### config.mk
export PLATFORM = sky130hd
export DESIGN_NAME = oms_seq
export DESIGN_NICKNAME = d
export VERILOG_FILES = /design/src/hdl/oms_pkg.sv /design/src/hdl/oms_seq.sv /design/src/hdl/oms_sync.sv /design/src/hdl/oms_keyscan.sv
export VERILOG_INCLUDE_DIRS = /design/src /design/src/hdl
export SDC_FILE = /design/constraint.sdc
export NUM_CORES = 1
export LEC_CHECK = 0
export BUFFER_PORTS_ARGS = -buffer_cell sky130_fd_sc_hd__buf_4
export CAP_MARGIN = 40
export CORE_MARGIN = 10
export CORE_UTILIZATION = 45
export CTS_CLUSTER_DIAMETER = 50
export CTS_CLUSTER_SIZE = 24
export DETAILED_ROUTE_END_ITERATION = 12
export PLACE_DENSITY = 0.65
export SYNTH_ARGS = -nofsm -noshare
export SYNTH_HDL_FRONTEND = slang
export SYNTH_HIERARCHICAL = 1
export SYNTH_SLANG_ARGS = --single-unit
### constraint.sdc
create_clock -name pclk -period 6.8 [get_ports pclk]
set_input_delay 1.36 -clock pclk [delete_from_list [all_inputs] [get_ports pclk]]
set_output_delay 1.36 -clock pclk [all_outputs]
set_load 0.02 [all_outputs]
### src/hdl/oms_consts.svh
// oms_consts.svh: offsets, field positions, reset values, timing counts
// assumes: included by bare name from the sequencer sources
`ifndef OMS_CONSTS_SVH
`define OMS_CONSTS_SVH

// ----------------------------------------------------------------
// clock and timing
// ----------------------------------------------------------------
`define OMS_CLK_HZ 100000000
`define OMS_DEBOUNCE_MS 10
`define OMS_DEBOUNCE_CYC ((`OMS_DEBOUNCE_MS * (`OMS_CLK_HZ / 1000)))
`define OMS_BOOT_CYC 16
`define OMS_REFRESH_CYCLES 50
`define OMS_REFRESH_MONTHS 3
`define OMS_REFRESH_HOURS 19
`define OMS_SCAN_ROW_CYC 1000

// ----------------------------------------------------------------
// register offsets (byte addresses)
// ----------------------------------------------------------------
`define OMS_CTRL_OFS 12'h000
`define OMS_STAT_OFS 12'h004
`define OMS_CNT_OFS 12'h008
`define OMS_KEY_OFS 12'h00c

// ----------------------------------------------------------------
// ctrl fields
// ----------------------------------------------------------------
`define OMS_CTRL_FW_OK 0
`define OMS_CTRL_BATT_PRES 1
`define OMS_CTRL_VBAT_LOW 2
`define OMS_CTRL_CYCLE_DONE 3
`define OMS_CTRL_MONTH_TICK 4
`define OMS_CTRL_REFR_START 5
`define OMS_CTRL_REFR_PHASE_DONE 6
`define OMS_CTRL_PROMPT_ACK 7
`define OMS_CTRL_RESET 32'h0000_0000

// ----------------------------------------------------------------
// status fields
// ----------------------------------------------------------------
`define OMS_STAT_MODE_LSB 0
`define OMS_STAT_ON 4
`define OMS_STAT_ADAPT 5
`define OMS_STAT_REFR_NEED 6
`define OMS_STAT_PROMPT 7
`define OMS_STAT_REFR_PH_LSB 8
`define OMS_STAT_FLY 12
`define OMS_STAT_CHG 13

`endif

### src/hdl/oms_pkg.sv
// oms_pkg.sv: shared types of the operating mode sequencer
// assumes: nothing beyond a SystemVerilog compiler
package oms_pkg;

  typedef enum logic [2:0] {
    OMS_IDLE = 3'b000,
    OMS_OFF = 3'b001,
    OMS_BOOT = 3'b010,
    OMS_MASK = 3'b011,
    OMS_CHARGE = 3'b100,
    OMS_OPCHG = 3'b101,
    OMS_OPER = 3'b110
  } oms_mode_type;

  typedef enum logic [1:0] {
    OMS_RF_IDLE = 2'b00,
    OMS_RF_CHG1 = 2'b01,
    OMS_RF_DIS = 2'b10,
    OMS_RF_CHG2 = 2'b11
  } oms_refr_type;

  // converter and charger enables driven to the power chip
  typedef struct packed {
    logic flyback_en;
    logic charger_en;
    logic batt_discharge;
  } oms_pwr_type;

endpackage

### src/hdl/oms_seq.sv
// oms_seq.sv: operating mode sequencer with refresh scheduling
// assumes: presetn from the system, qualified with supply_good inside this block,
// APB master as in the protocol, inputs other than supply_good, adapter_valid and onoff_key synchronous to pclk
//
// How it works
// RULE1: power chip holds supply_good low while backup supply under 3.05 V.
// RULE2: supply_good low keeps everything idle, no activity.
// RULE3: good supply, no adapter, unit off gives Off mode with clock running.
// RULE4: adapter or switch-on starts the boot check for firmware.
// RULE5: without firmware stay in mask mode until off or power loss.
// RULE6: up plus right held at switch-on forces mask mode.
// RULE7: firmware, adapter, unit off selects Charge mode, flyback off.
// RULE8: firmware, adapter, unit on selects Operational and Charge mode.
// RULE9: firmware, battery, no adapter, unit on selects Operational mode.
// RULE10: low battery during flyback start drops back to Off mode.
// RULE11: refresh needed after 50 partial cycles or three months.
// RULE12: refresh needed after battery removal.
// RULE13: pending refresh prompts user right after switch-on.
// RULE14: refresh only on and adapter; charge, discharge, charge, 19 h. No hour timer here: each phase ends on a software phase-done write.
// RULE15: on/off key sensed by always-on logic outside the matrix.
// RULE16: rows driven and columns scanned for pressed keys.
// RULE17: off state keeps charger, clock, key and serial wake alive.
// RULE18: each on/off press toggles the switched-on status bit.
// RULE19: low supply_good resets the whole sequencer.
// RULE20: inputs pass two-flop synchronisers, the key is debounced. serial_wake and key_cols enter without a synchroniser.
// RULE21: current mode readable as an encoded status field.
//
// Design decisions made here: the APB slave port and the register addresses.
`timescale 1ns/100ps
module oms_seq (
  // clock and reset
  input wire logic pclk,
  input wire logic presetn,
  input wire logic clk_en,
  // apb slave
  input wire logic psel,
  input wire logic penable,
  input wire logic pwrite,
  input wire logic [11:0] paddr,
  input wire logic [31:0] pwdata,
  output logic [31:0] prdata,
  output logic pready,
  output logic pslverr,
  // power chip and keys
  input wire logic supply_good,
  input wire logic adapter_valid,
  input wire logic onoff_key,
  input wire logic serial_wake,
  output logic [3:0] key_rows,
  input wire logic [3:0] key_cols,
  // power controls and state
  output oms_pkg::oms_pwr_type pwr_ctrl,
  output logic rtc_run,
  output logic [2:0] mode
);
  `include "oms_consts.svh"

  // ----------------------------------------------------------------
  // input conditioning
  // ----------------------------------------------------------------
  logic sg_s;
  logic ad_s;
  logic key_s;
  logic [15:0] keys;
  logic rst_n;

  // supply_good low acts as reset of all logic
  assign rst_n = presetn & supply_good; // RULE19 RULE1

  oms_sync #(.DEB_CYC(1)) u_sg ( // RULE20
    .pclk(pclk), .presetn(rst_n), .clk_en(clk_en),
    .async_in(supply_good), .sync_out(sg_s));
  oms_sync #(.DEB_CYC(1)) u_ad ( // RULE20
    .pclk(pclk), .presetn(rst_n), .clk_en(clk_en),
    .async_in(adapter_valid), .sync_out(ad_s));
  // always-on sense path, no matrix involvement
  oms_sync #(.DEB_CYC(`OMS_DEBOUNCE_CYC)) u_key ( // RULE15 RULE20
    .pclk(pclk), .presetn(rst_n), .clk_en(clk_en),
    .async_in(onoff_key), .sync_out(key_s));
  oms_keyscan u_scan ( // RULE16
    .pclk(pclk), .presetn(rst_n), .clk_en(clk_en),
    .rows(key_rows), .cols(key_cols), .keys(keys));

  // ----------------------------------------------------------------
  // registers and bus
  // ----------------------------------------------------------------
  logic [7:0] ctrl_ff, nxt_ctrl;
  logic [31:0] prdata_ff, nxt_prdata;
  logic pready_ff, nxt_pready;
  logic pslverr_ff, nxt_pslverr;
  logic wr_ctrl;
  logic acc;

  function automatic logic ofs_hit(input logic [11:0] a,
                                   input logic [11:0] o);
    ofs_hit = (a == o);
  endfunction

  assign acc = psel & penable & pready_ff;
  assign wr_ctrl = acc & pwrite & ofs_hit(paddr, `OMS_CTRL_OFS);

  // ----------------------------------------------------------------
  // on/off toggle, mode state
  // ----------------------------------------------------------------
  logic key_d_ff, on_ff, nxt_on;
  oms_pkg::oms_mode_type mode_ff, nxt_mode;
  logic [4:0] boot_ff, nxt_boot;
  logic key_press;
  logic mask_keys;
  logic fw_ok, batt_pres, vbat_low;

  assign fw_ok = ctrl_ff[`OMS_CTRL_FW_OK];
  assign batt_pres = ctrl_ff[`OMS_CTRL_BATT_PRES];
  assign vbat_low = ctrl_ff[`OMS_CTRL_VBAT_LOW];
  assign key_press = key_s & ~key_d_ff;
  // up is key 0, right is key 1 of the matrix
  assign mask_keys = keys[0] & keys[1];

  always_comb begin
    nxt_on = (on_ff ^ key_press) | (serial_wake & ~on_ff); // RULE18 RULE17
    nxt_mode = mode_ff;
    nxt_boot = boot_ff;
    unique case (mode_ff)
      oms_pkg::OMS_IDLE: begin
        if (sg_s) nxt_mode = oms_pkg::OMS_OFF; // RULE2
      end
      oms_pkg::OMS_OFF: begin
        nxt_boot = 5'h00;
        if (ad_s | on_ff) nxt_mode = oms_pkg::OMS_BOOT; // RULE3 RULE4
      end
      oms_pkg::OMS_BOOT: begin
        nxt_boot = boot_ff + 5'h01;
        if (!(ad_s | on_ff)) begin
          nxt_mode = oms_pkg::OMS_OFF;
        end else if (boot_ff == 5'(`OMS_BOOT_CYC - 1)) begin
          if (!fw_ok || (on_ff && mask_keys)) // RULE5 RULE6
            nxt_mode = oms_pkg::OMS_MASK;
          else if (ad_s && !on_ff)
            nxt_mode = oms_pkg::OMS_CHARGE; // RULE7
          else if (ad_s)
            nxt_mode = oms_pkg::OMS_OPCHG; // RULE8
          else if (batt_pres)
            nxt_mode = oms_pkg::OMS_OPER; // RULE9
          else
            nxt_mode = oms_pkg::OMS_OFF;
        end
      end
      oms_pkg::OMS_MASK: begin
        // held until switched off or power lost
        if (key_press && on_ff) nxt_mode = oms_pkg::OMS_OFF; // RULE5
      end
      oms_pkg::OMS_CHARGE, oms_pkg::OMS_OPCHG, oms_pkg::OMS_OPER: begin
        if (mode_ff == oms_pkg::OMS_OPER && vbat_low) begin
          nxt_mode = oms_pkg::OMS_OFF; // RULE10
          // on status must end too, or off would boot straight again
          if (!key_press) nxt_on = 1'b0;
        end else if (!ad_s && !on_ff)
          nxt_mode = oms_pkg::OMS_OFF;
        else if (ad_s && !on_ff)
          nxt_mode = oms_pkg::OMS_CHARGE; // RULE7
        else if (ad_s)
          nxt_mode = oms_pkg::OMS_OPCHG; // RULE8
        else if (batt_pres)
          nxt_mode = oms_pkg::OMS_OPER; // RULE9
        else
          nxt_mode = oms_pkg::OMS_OFF;
      end
      default: nxt_mode = oms_pkg::OMS_IDLE;
    endcase
  end

  // ----------------------------------------------------------------
  // refresh scheduling
  // ----------------------------------------------------------------
  logic [5:0] cyc_ff, nxt_cyc;
  logic [1:0] mon_ff, nxt_mon;
  logic need_ff, nxt_need;
  logic prompt_ff, nxt_prompt;
  logic batt_d_ff;
  oms_pkg::oms_refr_type rf_ff, nxt_rf;
  logic on_rise;

  assign on_rise = on_ff & ~nxt_on ? 1'b0 : (~on_ff & nxt_on);

  always_comb begin
    nxt_cyc = cyc_ff;
    nxt_mon = mon_ff;
    nxt_need = need_ff;
    nxt_prompt = prompt_ff;
    nxt_rf = rf_ff;
    if (wr_ctrl && pwdata[`OMS_CTRL_CYCLE_DONE])
      nxt_cyc = cyc_ff + 6'h01;
    if (wr_ctrl && pwdata[`OMS_CTRL_MONTH_TICK])
      nxt_mon = mon_ff + 2'h1;
    if (wr_ctrl && pwdata[`OMS_CTRL_PROMPT_ACK])
      nxt_prompt = 1'b0;
    // set wins over the acknowledge in the same cycle
    if (need_ff && on_rise) nxt_prompt = 1'b1; // RULE13
    unique case (rf_ff)
      oms_pkg::OMS_RF_IDLE: begin
        if (wr_ctrl && pwdata[`OMS_CTRL_REFR_START] &&
            mode_ff == oms_pkg::OMS_OPCHG) // RULE14
          nxt_rf = oms_pkg::OMS_RF_CHG1;
      end
      oms_pkg::OMS_RF_CHG1, oms_pkg::OMS_RF_DIS, oms_pkg::OMS_RF_CHG2: begin
        if (mode_ff != oms_pkg::OMS_OPCHG)
          nxt_rf = oms_pkg::OMS_RF_IDLE;
        else if (wr_ctrl && pwdata[`OMS_CTRL_REFR_PHASE_DONE]) begin
          nxt_rf = oms_pkg::oms_refr_type'(rf_ff + 2'h1); // RULE14
          if (rf_ff == oms_pkg::OMS_RF_CHG2) begin
            nxt_rf = oms_pkg::OMS_RF_IDLE;
            nxt_need = 1'b0;
            nxt_cyc = 6'h00;
            nxt_mon = 2'h0;
          end
        end
      end
    endcase
    if (nxt_cyc >= 6'(`OMS_REFRESH_CYCLES) ||
        nxt_mon >= 2'(`OMS_REFRESH_MONTHS)) // RULE11
      nxt_need = 1'b1;
    if (batt_d_ff && !batt_pres) nxt_need = 1'b1; // RULE12
  end

  // ----------------------------------------------------------------
  // bus next values
  // ----------------------------------------------------------------
  logic [31:0] stat_word;
  always_comb begin
    stat_word = 32'h0000_0000;
    stat_word[`OMS_STAT_MODE_LSB +: 3] = mode_ff; // RULE21
    stat_word[`OMS_STAT_ON] = on_ff;
    stat_word[`OMS_STAT_ADAPT] = ad_s;
    stat_word[`OMS_STAT_REFR_NEED] = need_ff;
    stat_word[`OMS_STAT_PROMPT] = prompt_ff;
    stat_word[`OMS_STAT_REFR_PH_LSB +: 2] = rf_ff;
    stat_word[`OMS_STAT_FLY] = pwr_ctrl.flyback_en;
    stat_word[`OMS_STAT_CHG] = pwr_ctrl.charger_en;
    nxt_ctrl = ctrl_ff;
    if (wr_ctrl) nxt_ctrl = pwdata[7:0] & 8'h07;
    // one wait state: ready rises in the second access cycle
    nxt_pready = psel & penable & ~pready_ff;
    nxt_pslverr = 1'b0;
    nxt_prdata = prdata_ff;
    if (psel && penable && !pready_ff) begin
      nxt_prdata = 32'h0000_0000;
      if (ofs_hit(paddr, `OMS_CTRL_OFS))
        nxt_prdata = {24'h00_0000, ctrl_ff};
      else if (ofs_hit(paddr, `OMS_STAT_OFS))
        nxt_prdata = stat_word;
      else if (ofs_hit(paddr, `OMS_CNT_OFS))
        nxt_prdata = {24'h00_0000, mon_ff, cyc_ff};
      else if (ofs_hit(paddr, `OMS_KEY_OFS))
        nxt_prdata = {16'h0000, keys};
      else
        nxt_pslverr = 1'b1;
    end
  end

  // ----------------------------------------------------------------
  // outputs
  // ----------------------------------------------------------------
  oms_pkg::oms_pwr_type nxt_pwr, pwr_ff;
  logic nxt_rtc, rtc_ff;
  always_comb begin
    nxt_pwr = '0;
    nxt_pwr.flyback_en = (nxt_mode == oms_pkg::OMS_OPER) ||
                         (nxt_mode == oms_pkg::OMS_OPCHG); // RULE8 RULE9
    // charger stays enabled in off state while the adapter is present
    nxt_pwr.charger_en = (nxt_mode == oms_pkg::OMS_CHARGE) ||
                         (nxt_mode == oms_pkg::OMS_OPCHG) ||
                         (nxt_mode == oms_pkg::OMS_OFF && ad_s); // RULE17
    nxt_pwr.batt_discharge = (nxt_rf == oms_pkg::OMS_RF_DIS); // RULE14
    nxt_rtc = (nxt_mode != oms_pkg::OMS_IDLE); // RULE3 RULE17
  end

  always_ff @(posedge pclk or negedge rst_n) begin
    if (!rst_n) begin
      ctrl_ff <= 8'h00;
      prdata_ff <= 32'h0000_0000;
      pready_ff <= 1'b0;
      pslverr_ff <= 1'b0;
      key_d_ff <= 1'b0;
      on_ff <= 1'b0;
      mode_ff <= oms_pkg::OMS_IDLE; // RULE2
      boot_ff <= 5'h00;
      cyc_ff <= 6'h00;
      mon_ff <= 2'h0;
      need_ff <= 1'b0;
      prompt_ff <= 1'b0;
      batt_d_ff <= 1'b0;
      rf_ff <= oms_pkg::OMS_RF_IDLE;
      pwr_ff <= '0;
      rtc_ff <= 1'b0;
    end else if (clk_en) begin
      ctrl_ff <= nxt_ctrl;
      prdata_ff <= nxt_prdata;
      pready_ff <= nxt_pready;
      pslverr_ff <= nxt_pslverr;
      key_d_ff <= key_s;
      on_ff <= nxt_on;
      mode_ff <= nxt_mode;
      boot_ff <= nxt_boot;
      cyc_ff <= nxt_cyc;
      mon_ff <= nxt_mon;
      need_ff <= nxt_need;
      prompt_ff <= nxt_prompt;
      batt_d_ff <= batt_pres;
      rf_ff <= nxt_rf;
      pwr_ff <= nxt_pwr;
      rtc_ff <= nxt_rtc;
    end
  end

  assign prdata = prdata_ff;
  assign pready = pready_ff;
  assign pslverr = pslverr_ff;
  assign pwr_ctrl = pwr_ff;
  assign rtc_run = rtc_ff;
  assign mode = mode_ff;

  // ----------------------------------------------------------------
  // checks
  // ----------------------------------------------------------------
  idle_on_reset_a: assert property (@(posedge pclk) // RULE2
    !sg_s && rst_n |-> mode_ff inside {oms_pkg::OMS_IDLE})
    else $error("mode left idle without supply good");
  fly_mode_a: assert property (@(posedge pclk) disable iff (!rst_n) // RULE9
    pwr_ff.flyback_en |-> mode_ff inside {oms_pkg::OMS_OPER,
                                          oms_pkg::OMS_OPCHG})
    else $error("flyback on outside operational modes");
  charge_fly_off_a: assert property (@(posedge pclk) disable iff (!rst_n)
    mode_ff == oms_pkg::OMS_CHARGE |-> !pwr_ff.flyback_en) // RULE7
    else $error("flyback running in charge mode");
  low_batt_off_a: assert property (@(posedge pclk) disable iff (!rst_n)
    clk_en && mode_ff == oms_pkg::OMS_OPER && vbat_low
    |=> mode_ff == oms_pkg::OMS_OFF) // RULE10
    else $error("low battery did not force off");
  refr_gate_a: assert property (@(posedge pclk) disable iff (!rst_n)
    rf_ff != oms_pkg::OMS_RF_IDLE |-> mode_ff == oms_pkg::OMS_OPCHG) // RULE14
    else $error("refresh active without adapter and on");
  cycle_need_a: assert property (@(posedge pclk) disable iff (!rst_n)
    cyc_ff >= 6'd50 |-> need_ff) // RULE11
    else $error("refresh not flagged after 50 cycles");
  toggle_on_a: assert property (@(posedge pclk) disable iff (!rst_n)
    clk_en && key_press && !serial_wake |=> on_ff != $past(on_ff)) // RULE18
    else $error("key press did not toggle on status");
  apb_ready_a: assert property (@(posedge pclk) disable iff (!rst_n)
    clk_en && psel && penable && !pready_ff |=> pready_ff) // RULE21
    else $error("apb answer late");
  cv_opchg_c: cover property (@(posedge pclk) mode_ff == oms_pkg::OMS_OPCHG);
  cv_mask_c: cover property (@(posedge pclk) mode_ff == oms_pkg::OMS_MASK);
  cv_refr_c: cover property (@(posedge pclk) rf_ff == oms_pkg::OMS_RF_CHG2);
endmodule

### src/hdl/oms_sync.sv
// oms_sync.sv: two-flop synchroniser with optional debounce
// assumes: one clock, clock enable freezes the state
`timescale 1ns/100ps
module oms_sync #(
  parameter int unsigned DEB_CYC = 1
) (
  // clock and reset
  input wire logic pclk,
  input wire logic presetn,
  input wire logic clk_en,
  // level in and out
  input wire logic async_in,
  output logic sync_out
);
  `include "oms_consts.svh"

  logic meta_ff;
  logic sync_ff;
  logic out_ff;
  logic [31:0] cnt_ff;
  logic nxt_out;
  logic [31:0] nxt_cnt;

  // stable level must persist DEB_CYC cycles before it is accepted
  always_comb begin
    nxt_out = out_ff;
    nxt_cnt = 32'h0000_0000;
    if (sync_ff != out_ff) begin
      if (cnt_ff >= DEB_CYC - 1) begin
        nxt_out = sync_ff;
      end else begin
        nxt_cnt = cnt_ff + 32'h0000_0001;
      end
    end
  end

  always_ff @(posedge pclk or negedge presetn) begin
    if (!presetn) begin
      meta_ff <= 1'b0;
      sync_ff <= 1'b0;
      out_ff <= 1'b0;
      cnt_ff <= 32'h0000_0000;
    end else if (clk_en) begin
      meta_ff <= async_in;
      sync_ff <= meta_ff;
      out_ff <= nxt_out;
      cnt_ff <= nxt_cnt;
    end
  end

  assign sync_out = out_ff;
endmodule

### src/hdl/oms_keyscan.sv
// oms_keyscan.sv: keyboard matrix row driver and column sampler
// assumes: columns are active high and synchronous to pclk
`timescale 1ns/100ps
module oms_keyscan (
  // clock and reset
  input wire logic pclk,
  input wire logic presetn,
  input wire logic clk_en,
  // matrix
  output logic [3:0] rows,
  input wire logic [3:0] cols,
  // result, one bit per key, row major
  output logic [15:0] keys
);
  `include "oms_consts.svh"

  logic [1:0] row_ff;
  logic [15:0] cnt_ff;
  logic [15:0] keys_ff;
  logic [3:0] rows_ff;
  logic [1:0] nxt_row;
  logic [3:0] nxt_rows;
  logic [15:0] nxt_cnt;
  logic [15:0] nxt_keys;

  // one row driven at a time; sample its columns at the end of the slot
  always_comb begin
    nxt_row = row_ff;
    nxt_cnt = cnt_ff + 16'h0001;
    nxt_keys = keys_ff;
    if (cnt_ff == 16'(`OMS_SCAN_ROW_CYC - 1)) begin
      nxt_cnt = 16'h0000;
      nxt_keys[row_ff*4 +: 4] = cols;
      nxt_row = row_ff + 2'h1;
    end
    // row drive registered so the pins come straight from flops
    nxt_rows = 4'h1 << nxt_row;
  end

  always_ff @(posedge pclk or negedge presetn) begin
    if (!presetn) begin
      row_ff <= 2'h0;
      cnt_ff <= 16'h0000;
      keys_ff <= 16'h0000;
      rows_ff <= 4'h1;
    end else if (clk_en) begin
      row_ff <= nxt_row;
      cnt_ff <= nxt_cnt;
      keys_ff <= nxt_keys;
      rows_ff <= nxt_rows;
    end
  end

  assign rows = rows_ff; // RULE16
  assign keys = keys_ff;
endmodule

==> results of run 1 <==
stage by stage:
step / total power (uW) / setup WS (ns) / instances / area, sq um
after floorplan: 1090 / 1.40 / 712 / 6930
after global placement: 1170 / 3.23 / 913 / 7350
after detailed placement: 1190 / 3.14 / 915 / 7390
after CTS: 2050 / 3.58 / 947 / 7950
after global routing: 2130 / 3.38 / 947 / 7950
final: 2030 / 3.56 / 947 / 7950
worst max-delay path, delay by kind of cell:
family | cells | cell delay (ns)
buf+inv | 2 | 0.80
mux | 1 | 0.35
simple gates | 3 | 0.96
cells in the mapped netlist, types with 6 or more instances:
master    number
a31oi_1       13
mux2i_1        7
and2_1         7
o21ai_1       11
buf_4         17
mux2_1         9
o21ai_0       39
nor2_1        36
nor3_1        12
or3_1          9
dfrtp_1      126
a22o_1        10
o31ai_1       18
ha_1          13
nor2b_1       30
mux2_2        17
nand2_1       77
nand3_1       27
nand2b_1       6
xnor2_1       13
and3_1        15
a21oi_1       21
inv_1         16
clkbuf_1      24
and4_1         8
nand4_1       15
routing by layer:
layer	GRT usage [%]	up-vias	part of all wire, %	routed length [um]
met3	4.22	14	5.5	869
li1	-	2613	-	-
met5	0	-	0	0
met1	19.7	2604	45	7060
met2	25.0	124	48	7590
met4	4.30	0	0.94	147
registers in the layout, summed over array words and instances (netlist names), 2 cells and up:
signal	flops
u_scan/keys	16
cyc_ff	6
mode	3
mon_ff	2
u_scan/row_ff	2
prdata	16
u_key/cnt_ff	32
boot_ff	5
ctrl_ff	3
pwr_ctrl	3
u_scan/cnt_ff	16
rf_ff	2
u_scan/rows	4
final cells by class:
| type | instances | area [sq um] |
|---|---|---|
| sequential | 127 | 3180 |
| fill | 1369 | 7140 |
| tap | 188 | 235 |
| timing repair buffer | 66 | 519 |
| clock inverter | 5 | 52.6 |
| clock buffer | 27 | 513 |
| inverter | 17 | 63.8 |
| multi-input combinational | 517 | 3390 |
cell families after synthesis:
| group | share of synthesized area, % |
|---|---|
| and+or+nand+nor | 22.5 |
| muxes | 6.26 |
| xor gates and xnor gates | 2.04 |
| adders and majority gates | 2.37 |
| DFF | 46.3 |
| buffers and inverters | 5.26 |
| AOI/OAI and AO/OA | 15.2 |
| other | 0.0546 |
worst max path at each step:
| stage | start | end | cells after the start |
|---|---|---|---|
| 3_3_place_gp | paddr[11] | need_ff | 7 |
| 2_1_floorplan | supply_good | batt_d_ff | 1 |
| 3_5_place_dp | clk_en | u_scan/keys[14] | 6 |
| 5_1_grt | clk_en | u_scan/keys[14] | 6 |
| 6_report | clk_en | u_scan/keys[14] | 6 |
| 4_1_cts | clk_en | u_scan/keys[7] | 6 |
report_power, final:
group / switching, uW / internal (uW) / total, uW
logic: 163 / 125 / 288
clock network: 310 / 550 / 859
registers: 79.7 / 807 / 887
total: 552 / 1480 / 2030
==> run metrics, run 1 <==
status=complete, no violations; sequential share of the synthesized area=46.3%; hold_ws=0.479 ns; Initial Util=45.5%; Hold Vio Cnt, Final=0; # Post-CTS Setup Buffers=0; Crit-path slowest cell=buf_4; PwrDens=256 nW/um^2; total number of yosys warnings=6; Final Max Slew Viols=0; antenna violations before repair=0; Post-synth EDFFs=0; I/O Buffers=62; row count=45; CTS Buf Count=17; CTS sink cnt=127; max-cap violations=0; WS Path Type=in -> reg; Die H=144 um; DP Wirelength=11.1 mm; area of the die=20600 sq um; first-pass GRT wire length=26.0 mm; DRC Markers=0; Final Util=52.7%; crit share post-route=47.7%; CP most frequent cell=buf_4; clock slew at reported path FFs=0.05 ns; Yosys top cell by area=dfrtp_1; R2R depth=5; Fmax=0.308 GHz; type of origin of the critical path=primary input; vias per inst=5.65; routability-driven placement congestion ratio=0.877; commonest non-fill, non-tap cell in the layout=dfrtp_1; reg2reg end=u_key/cnt_ff[2]; Final Skew=0.00429 ns; Main synth FF type=dfrtp_1; leakage=0.00363 uW; RSZ-0062 raised after global routing=false; Synth Area per Inst=9.86 sq um; Hold Crit Class=reg -> reg; CTS tree=done; die span in x=144 um; post-synth cell types=72; synth top area cells=dfrtp_1, nand2_1, o21ai_0; GRT Util Overall=15.4%; Yosys top cell area share=45.9%; Top Ports=103; R2R Setup Slk=4.24 ns; DRT Pass-1 Iters=5; Critical Path Max Stage Delay=0.62 ns; Final ANT Viol Nets=0; worst skew pair latency=0.41 ns; GR Overflow Total=0; Clock H-tree levels=4; Final Setup Violations=0; WP data arrival=3.53 ns; Max FO, Critical Path=78; vias in the first global route=5279; Starting DRT DRC Count=497; CTS max path bufs=2; Vias=5355; most frequent cells in the layout=dfrtp_1, nand2_1, buf_4; DR WL/cell=16.5 um; Area Growth Syn to Fin=15.7%; Worst Path Required=7.09 ns; min Tclk post-route=3.24 ns; Gate Count Post-Synth=697; end of the worst hold path=prdata[2]; Antenna Cells=0; Post-CTS Resized=0; WHS Path Cells=2; share of layout cells above drive strength 1=17.0%; min-delay src=prdata[2]; register bit total from synthesis=127; crit path cell chain=buf_4, buf_4, and4bb_1, and4_1, nand2_2, mux2_1; asr flop ratio synth=100%; peak supply drop=0.174 mV; critical path endpoint category=flip-flop; worst-margin pin slew=0.776 ns; CTS Root Cell=clkbuf_16; slew margin rel.=48.3%; fin nets=817; largest net degree at the start of global routing=79; Fin Setup TNS=0 ns; Hold-fix buffers, CTS=0; R2R Path Start=u_key/cnt_ff[15]; CORE AREA=15100 sq um; Netlist Area Pre-Place=6870 sq um; routed wire length=15.7 mm
Power figures use the tool's default switching activity.
==> inputs of run 2 (changes only) <==
--- a/config.mk
+++ b/config.mk
@@ -6,6 +6,7 @@
 export SDC_FILE = /design/constraint.sdc
 export NUM_CORES = 1
 export LEC_CHECK = 0
+export ABC_AREA = 1
 export BUFFER_PORTS_ARGS = -buffer_cell sky130_fd_sc_hd__buf_4
 export CAP_MARGIN = 40
 export CORE_MARGIN = 10
@@ -13,7 +14,7 @@
 export CTS_CLUSTER_DIAMETER = 50
 export CTS_CLUSTER_SIZE = 24
 export DETAILED_ROUTE_END_ITERATION = 12
-export PLACE_DENSITY = 0.65
+export PLACE_DENSITY = 0.68
 export SYNTH_ARGS = -nofsm -noshare
 export SYNTH_HDL_FRONTEND = slang
 export SYNTH_HIERARCHICAL = 1
==> constraint.sdc (replaced) <==
create_clock -name pclk -period 2.88 [get_ports pclk]
set_input_delay 0.576 -clock pclk [delete_from_list [all_inputs] [get_ports pclk]]
set_output_delay 0.576 -clock pclk [all_outputs]
set_load 0.02 [all_outputs]
==> run metrics, run 2 <==
fin nets=1032; Yosys top cell by area=dfrtp_1; # Post-CTS Setup Buffers=0; most frequent cells in the layout=nand2_1, dfrtp_1, nor2_1; Yosys top cell area share=44.3%; CTS Root Cell=clkbuf_16; routed wire length=16.7 mm; Worst Path Buf+Inv=3; first-pass GRT wire length=28.2 mm; Seq pwr share=41.4%; internal power=3580 uW; P_sw=1630 uW; vias in the first global route=5771; hold_ws=0.329 ns; Placed Cells=1153; Final Setup Violations=0; max-cap violations=0; CTS Buf Count=17; sw frac=31.2%; Critical Path Max Stage Delay=0.57 ns; leakage=0.00406 uW; clock slew at reported path FFs=0.06 ns; PwrDens=624 nW/um^2; Gate Count Post-Synth=893; Starting DRT DRC Count=428; CTS max path bufs=2; Post-CTS Resized=0; Final Skew=0.00619 ns; WS Path Type=reg -> reg; routability-driven placement congestion ratio=0.923; sequential share of the synthesized area=44.6%; Hold-fix buffers, CTS=0; Hold Crit Class=in -> async; Die H=146 um; clock power share=39.9%; Final Util=54.2%; critical path endpoint category=flip-flop; register bit total from synthesis=127; crit share post-route=72.4%; combinational group share of total power=18.7%; Post-synth EDFFs=0; CTS sink cnt=127; Final ANT Viol Nets=0; vias per inst=4.91; DRC Markers=0; most frequent cell after synthesis=nand2_1; share of layout cells above drive strength 1=19.3%; Initial Util=46.3%; max FFs per register=32; CTS tree=done; WP data arrival=2.44 ns; R2R depth=8; fin cells=1185; Max FO, Critical Path=12; worst skew pair latency=0.41 ns; CORE AREA=15400 sq um; DR WL/cell=14.1 um; type of origin of the critical path=flip-flop; total number of yosys warnings=6; worst-margin pin slew=0.724 ns; crit path cell chain=inv_1, ha_1, inv_1, nor2_1, inv_1, nor3_1, nand4_1, nand2_1; Top reg by flops=u_key/cnt_ff; Clock H-tree levels=4; Main synth FF type=dfrtp_1; Hold Vio Cnt, Final=0; commonest non-fill, non-tap cell in the layout=nand2_1; Worst Path Required=3.23 ns; Levels on crit path=8; Top Ports=103; CP most frequent cell=inv_1; Fmax=0.480 GHz; min Tclk post-route=2.08 ns; Final Max Slew Viols=0; Crit-path slowest cell=dfrtp_1; Fin Setup TNS=0 ns; Synth Area per Inst=7.98 sq um; row count=45; RSZ-0062 raised after global routing=false; area of the die=21300 sq um; slew margin rel.=51.6%; synth top area cells=dfrtp_1, nand2_1, nor2_1; peak supply drop=0.383 mV; Area Growth Syn to Fin=17.0%; DRT Pass-1 Iters=5; largest net degree at the start of global routing=53; GR Overflow Total=0; Fill cells=1453; DP Wirelength=12.0 mm; post-synth cell types=52; status=complete, no violations; Antenna Cells=0; Vias=5822; GRT Util Overall=15.9%; I/O Buffers=62; antenna violations before repair=0; asr flop ratio synth=100%; largest delay contributor family on the critical path=simple AND/OR/NAND/NOR gates; synth cell count leaders=nand2_1, dfrtp_1, nor2_1, inv_1, nand3_1; Netlist Area Pre-Place=7120 sq um; die span in x=146 um
[run 2: cell count changes after synthesis, sizes merged, moves of 18 or more]
cell and change:
inv +79, nor2 +86, nand3 +31, mux2 -25, o21ai +23, nand2 +178
o31ai -18, nor2b -30
[run 2: logic make-up (layout without fill, tap and decap cells)]
kind of cell / count (synthesis) / count (layout) / share of synthesized area, %
simple gates: 478 / 478 / 31.1
buf+inv: 132 / 198 / 8.27
flops: 127 / 127 / 44.6
compound gates: 114 / 114 / 10.2
xor+xnor: 27 / 27 / 3.32
fa+ha+maj: 13 / 13 / 2.28
other cells: 1 / 16 / 0.0527
mux: 1 / 1 / 0.158
[run 2: final timing paths]
| check | start | slack, ns | end |
|---|---|---|---|
| worst min register to register | u_sg/meta_ff | 0.47 | u_sg/sync_ff |
| worst max register to register | u_scan/row_ff[0] | 0.80 | u_scan/keys[11] |
| max in group asynchronous | supply_good | 1.85 | prdata[8] |
| worst max-delay path | u_scan/row_ff[0] | 0.80 | u_scan/keys[11] |
| min in group pclk | onoff_key | 0.37 | u_key/meta_ff |
| worst min-delay path | presetn | 0.33 | u_key/cnt_ff[2] |
[run 2: through the flow]
stage / cell area [sq um] / worst slack (ns) / power [uW]
after floorplan: 7180 / 0.632 / 2870
after global routing: 8330 / 0.549 / 5510
after global placement: 7760 / 0.695 / 3130
after CTS: 8330 / 0.848 / 5250
after detailed placement: 7760 / 0.654 / 3160
final: 8330 / 0.795 / 5200
[run 2: cell type report]
| type | count | area (sq um) | area share [%] |
|---|---|---|---|
| Tap cell | 211 | 264 | 3.17 |
| Clock buffer | 19 | 433 | 5.19 |
| Clock inverter | 13 | 141 | 1.70 |
| Sequential cell | 127 | 3180 | 38.1 |
| Inverter | 98 | 372 | 4.46 |
| Timing Repair Buffer | 68 | 536 | 6.43 |
| Multi-Input combinational cell | 649 | 3410 | 40.9 |
[run 2: power groups by stage]
stage / Sequential (uW) / Combinational, uW / Clock (uW)
after global placement: 2180 / 953 / 0
final: 2150 / 973 / 2080
after CTS: 2150 / 980 / 2120
after global routing: 2190 / 1120 / 2210
after floorplan: 2170 / 703 / 0
after detailed placement: 2180 / 974 / 0
[run 2: metal layers]
| metal | global-route usage, % | vias to the layer above | share of wire (%) |
|---|---|---|---|
| li1 | - | 2986 | - |
| met1 | 20.8 | 2701 | 48 |
| met3 | 4.04 | 13 | 4.1 |
| met4 | 4.65 | 0 | 1.0 |
| met2 | 25.2 | 122 | 47 |
| met5 | 0 | - | 0 |
[run 2: worst reg2reg max path, cell delays in order, from the launching register on]
cell	delay, ns
dfrtp_1	0.57
inv_1	0.21
ha_1	0.37
inv_1	0.09
nor2_1	0.10
inv_1	0.09
nor3_1	0.32
nand4_1	0.19
nand2_1	0.09
==> inputs of run 3 (changes only) <==
--- a/config.mk
+++ b/config.mk
@@ -14,7 +14,7 @@
 export CTS_CLUSTER_DIAMETER = 50
 export CTS_CLUSTER_SIZE = 24
 export DETAILED_ROUTE_END_ITERATION = 12
-export PLACE_DENSITY = 0.68
+export PLACE_DENSITY = 0.65
 export SYNTH_ARGS = -nofsm -noshare
 export SYNTH_HDL_FRONTEND = slang
 export SYNTH_HIERARCHICAL = 1
==> constraint.sdc (replaced) <==
create_clock -name pclk -period 2 [get_ports pclk]
set_input_delay 0.4 -clock pclk [delete_from_list [all_inputs] [get_ports pclk]]
set_output_delay 0.4 -clock pclk [all_outputs]
set_load 0.02 [all_outputs]
==> run metrics, run 3 (synthesized netlist as in run 2, its figures left out) <==
Final Skew=0.00841 ns; leakage=0.00419 uW; status=complete, no violations; max-cap violations=0; final worst slack=0.122 ns; GR Overflow Total=0; DP Wirelength=12.1 mm; R2R Setup Slk=0.12 ns; clock slew at reported path FFs=0.06 ns; GRT Util Overall=15.9%; PwrDens=925 nW/um^2; Final Setup Violations=0; commonest non-fill, non-tap cell in the layout=nand2_1; placed cell areas=7890 sq um; DR WL/cell=13.8 um; Die H=146 um; Most Crowded Layer GR=met2; Starting DRT DRC Count=386; Final Max Slew Viols=0; routed wire length=16.6 mm; Antenna Cells=0; type of origin of the critical path=flip-flop; Initial Util=46.3%; CTS tree=done; WP data arrival=2.17 ns; Vias=5969; row count=45; Hold Vio Cnt, Final=0; most frequent cells in the layout=nand2_1, dfrtp_1, nor2_1; CTS max path bufs=2; max FFs per register=32; antenna violations before repair=0; DRT Pass-1 Iters=5; hold_ws=0.0200 ns; crit share post-route=93.9%; WS Path Type=reg -> reg; Hold Crit Class=in -> async; CTS Root Cell=clkbuf_16; DRC Markers=0; die span in x=146 um; worst-margin pin slew=0.670 ns; slew margin rel.=55.3%; CTS Buf Count=17; pre-CTS setup slack=0.108 ns; I/O Buffers=62; GRT met2 Usage=24.3%; routability-driven placement congestion ratio=0.877; critical path endpoint category=flip-flop; vias per inst=4.97; peak supply drop=0.540 mV; CTS sink cnt=127; vias in the first global route=5711; Top reg by flops=u_key/cnt_ff; CORE AREA=15400 sq um; Top Ports=103; min Tclk post-route=1.88 ns; Area Growth Syn to Fin=20.5%; Fmax=0.532 GHz; fin nets=1048; final instance area=8580 sq um; worst skew pair latency=0.42 ns; met3 Use GR=3.57%; area of the die=21300 sq um; Clock H-tree levels=4; met1 GRT Util=21.5%; first-pass GRT wire length=28.3 mm; Max FO, Critical Path=3; R2R Path Start=boot_ff[1]; Final ANT Viol Nets=0; largest net degree at the start of global routing=62; Worst Path Required=2.29 ns; Worst Setup SP=boot_ff[1]; share of layout cells above drive strength 1=21.6%
run 3: power by group:
part | total [uW] | switching (uW) | internal (uW) | leakage, uW
sequential | 3090 | 264 | 2830 | 0.00169
combinational | 1520 | 952 | 565 | 0.00220
clock | 3330 | 1220 | 2100 | 0.000308
run 3: critical path: stages, from the launching register on:
cell	delay [ns]
dfrtp_1	0.38
ha_2	0.20
nand2_2	0.07
nor2_2	0.11
ha_2	0.22
nand3_2	0.09
or2_4	0.24
o2111ai_2	0.06
nand4_1	0.14
nor2_1	0.17
o22ai_1	0.08
run 3: layer usage:
metal	vias to the layer above	part of all wire, %
met5	-	0
met4	0	1.8
met3	23	4.2
met2	134	45
met1	2798	49
li1	3014	-
run 3: repair_timing:
item | 4_1_cts | 5_1_grt
buffers inserted | 0 | 2
setup endpoints to repair | 0 | 5
gates resized for setup | 0 | 9
hold endpoints to repair | 3 | 0
hold buffers | 1 | 0
run 3: cell type report:
| cell class | count | area [sq um] |
|---|---|---|
| repair buffers | 84 | 671 |
| flip-flops and latches | 127 | 3180 |
| clock inverters | 15 | 211 |
| multi-input cells | 649 | 3460 |
| well taps | 211 | 264 |
| fillers | 1424 | 6790 |
| clock buffers | 17 | 425 |
| inverters | 98 | 372 |
run 3: worst paths after layout:
kind / cells after the start / to
max in group asynchronous: 5 / rf_ff[0]
min reg2reg: 2 / u_key/meta_ff
max reg2reg: 10 / pwr_ctrl[2]
max: 10 / pwr_ctrl[2]
min: 3 / u_key/cnt_ff[9]
min in group pclk: 3 / u_key/meta_ff
run 3: stage by stage:
stage,setup TNS [ns],utilization [%],total power (uW),instances
4_1_cts,0,55.5,7940,1199
3_3_place_gp,0,51.3,4550,1166
5_1_grt,-0.0583,55.8,8340,1201
6_report,0,55.8,7930,1201
3_5_place_dp,0,51.3,4580,1166
2_1_floorplan,-1.81,-,4140,908
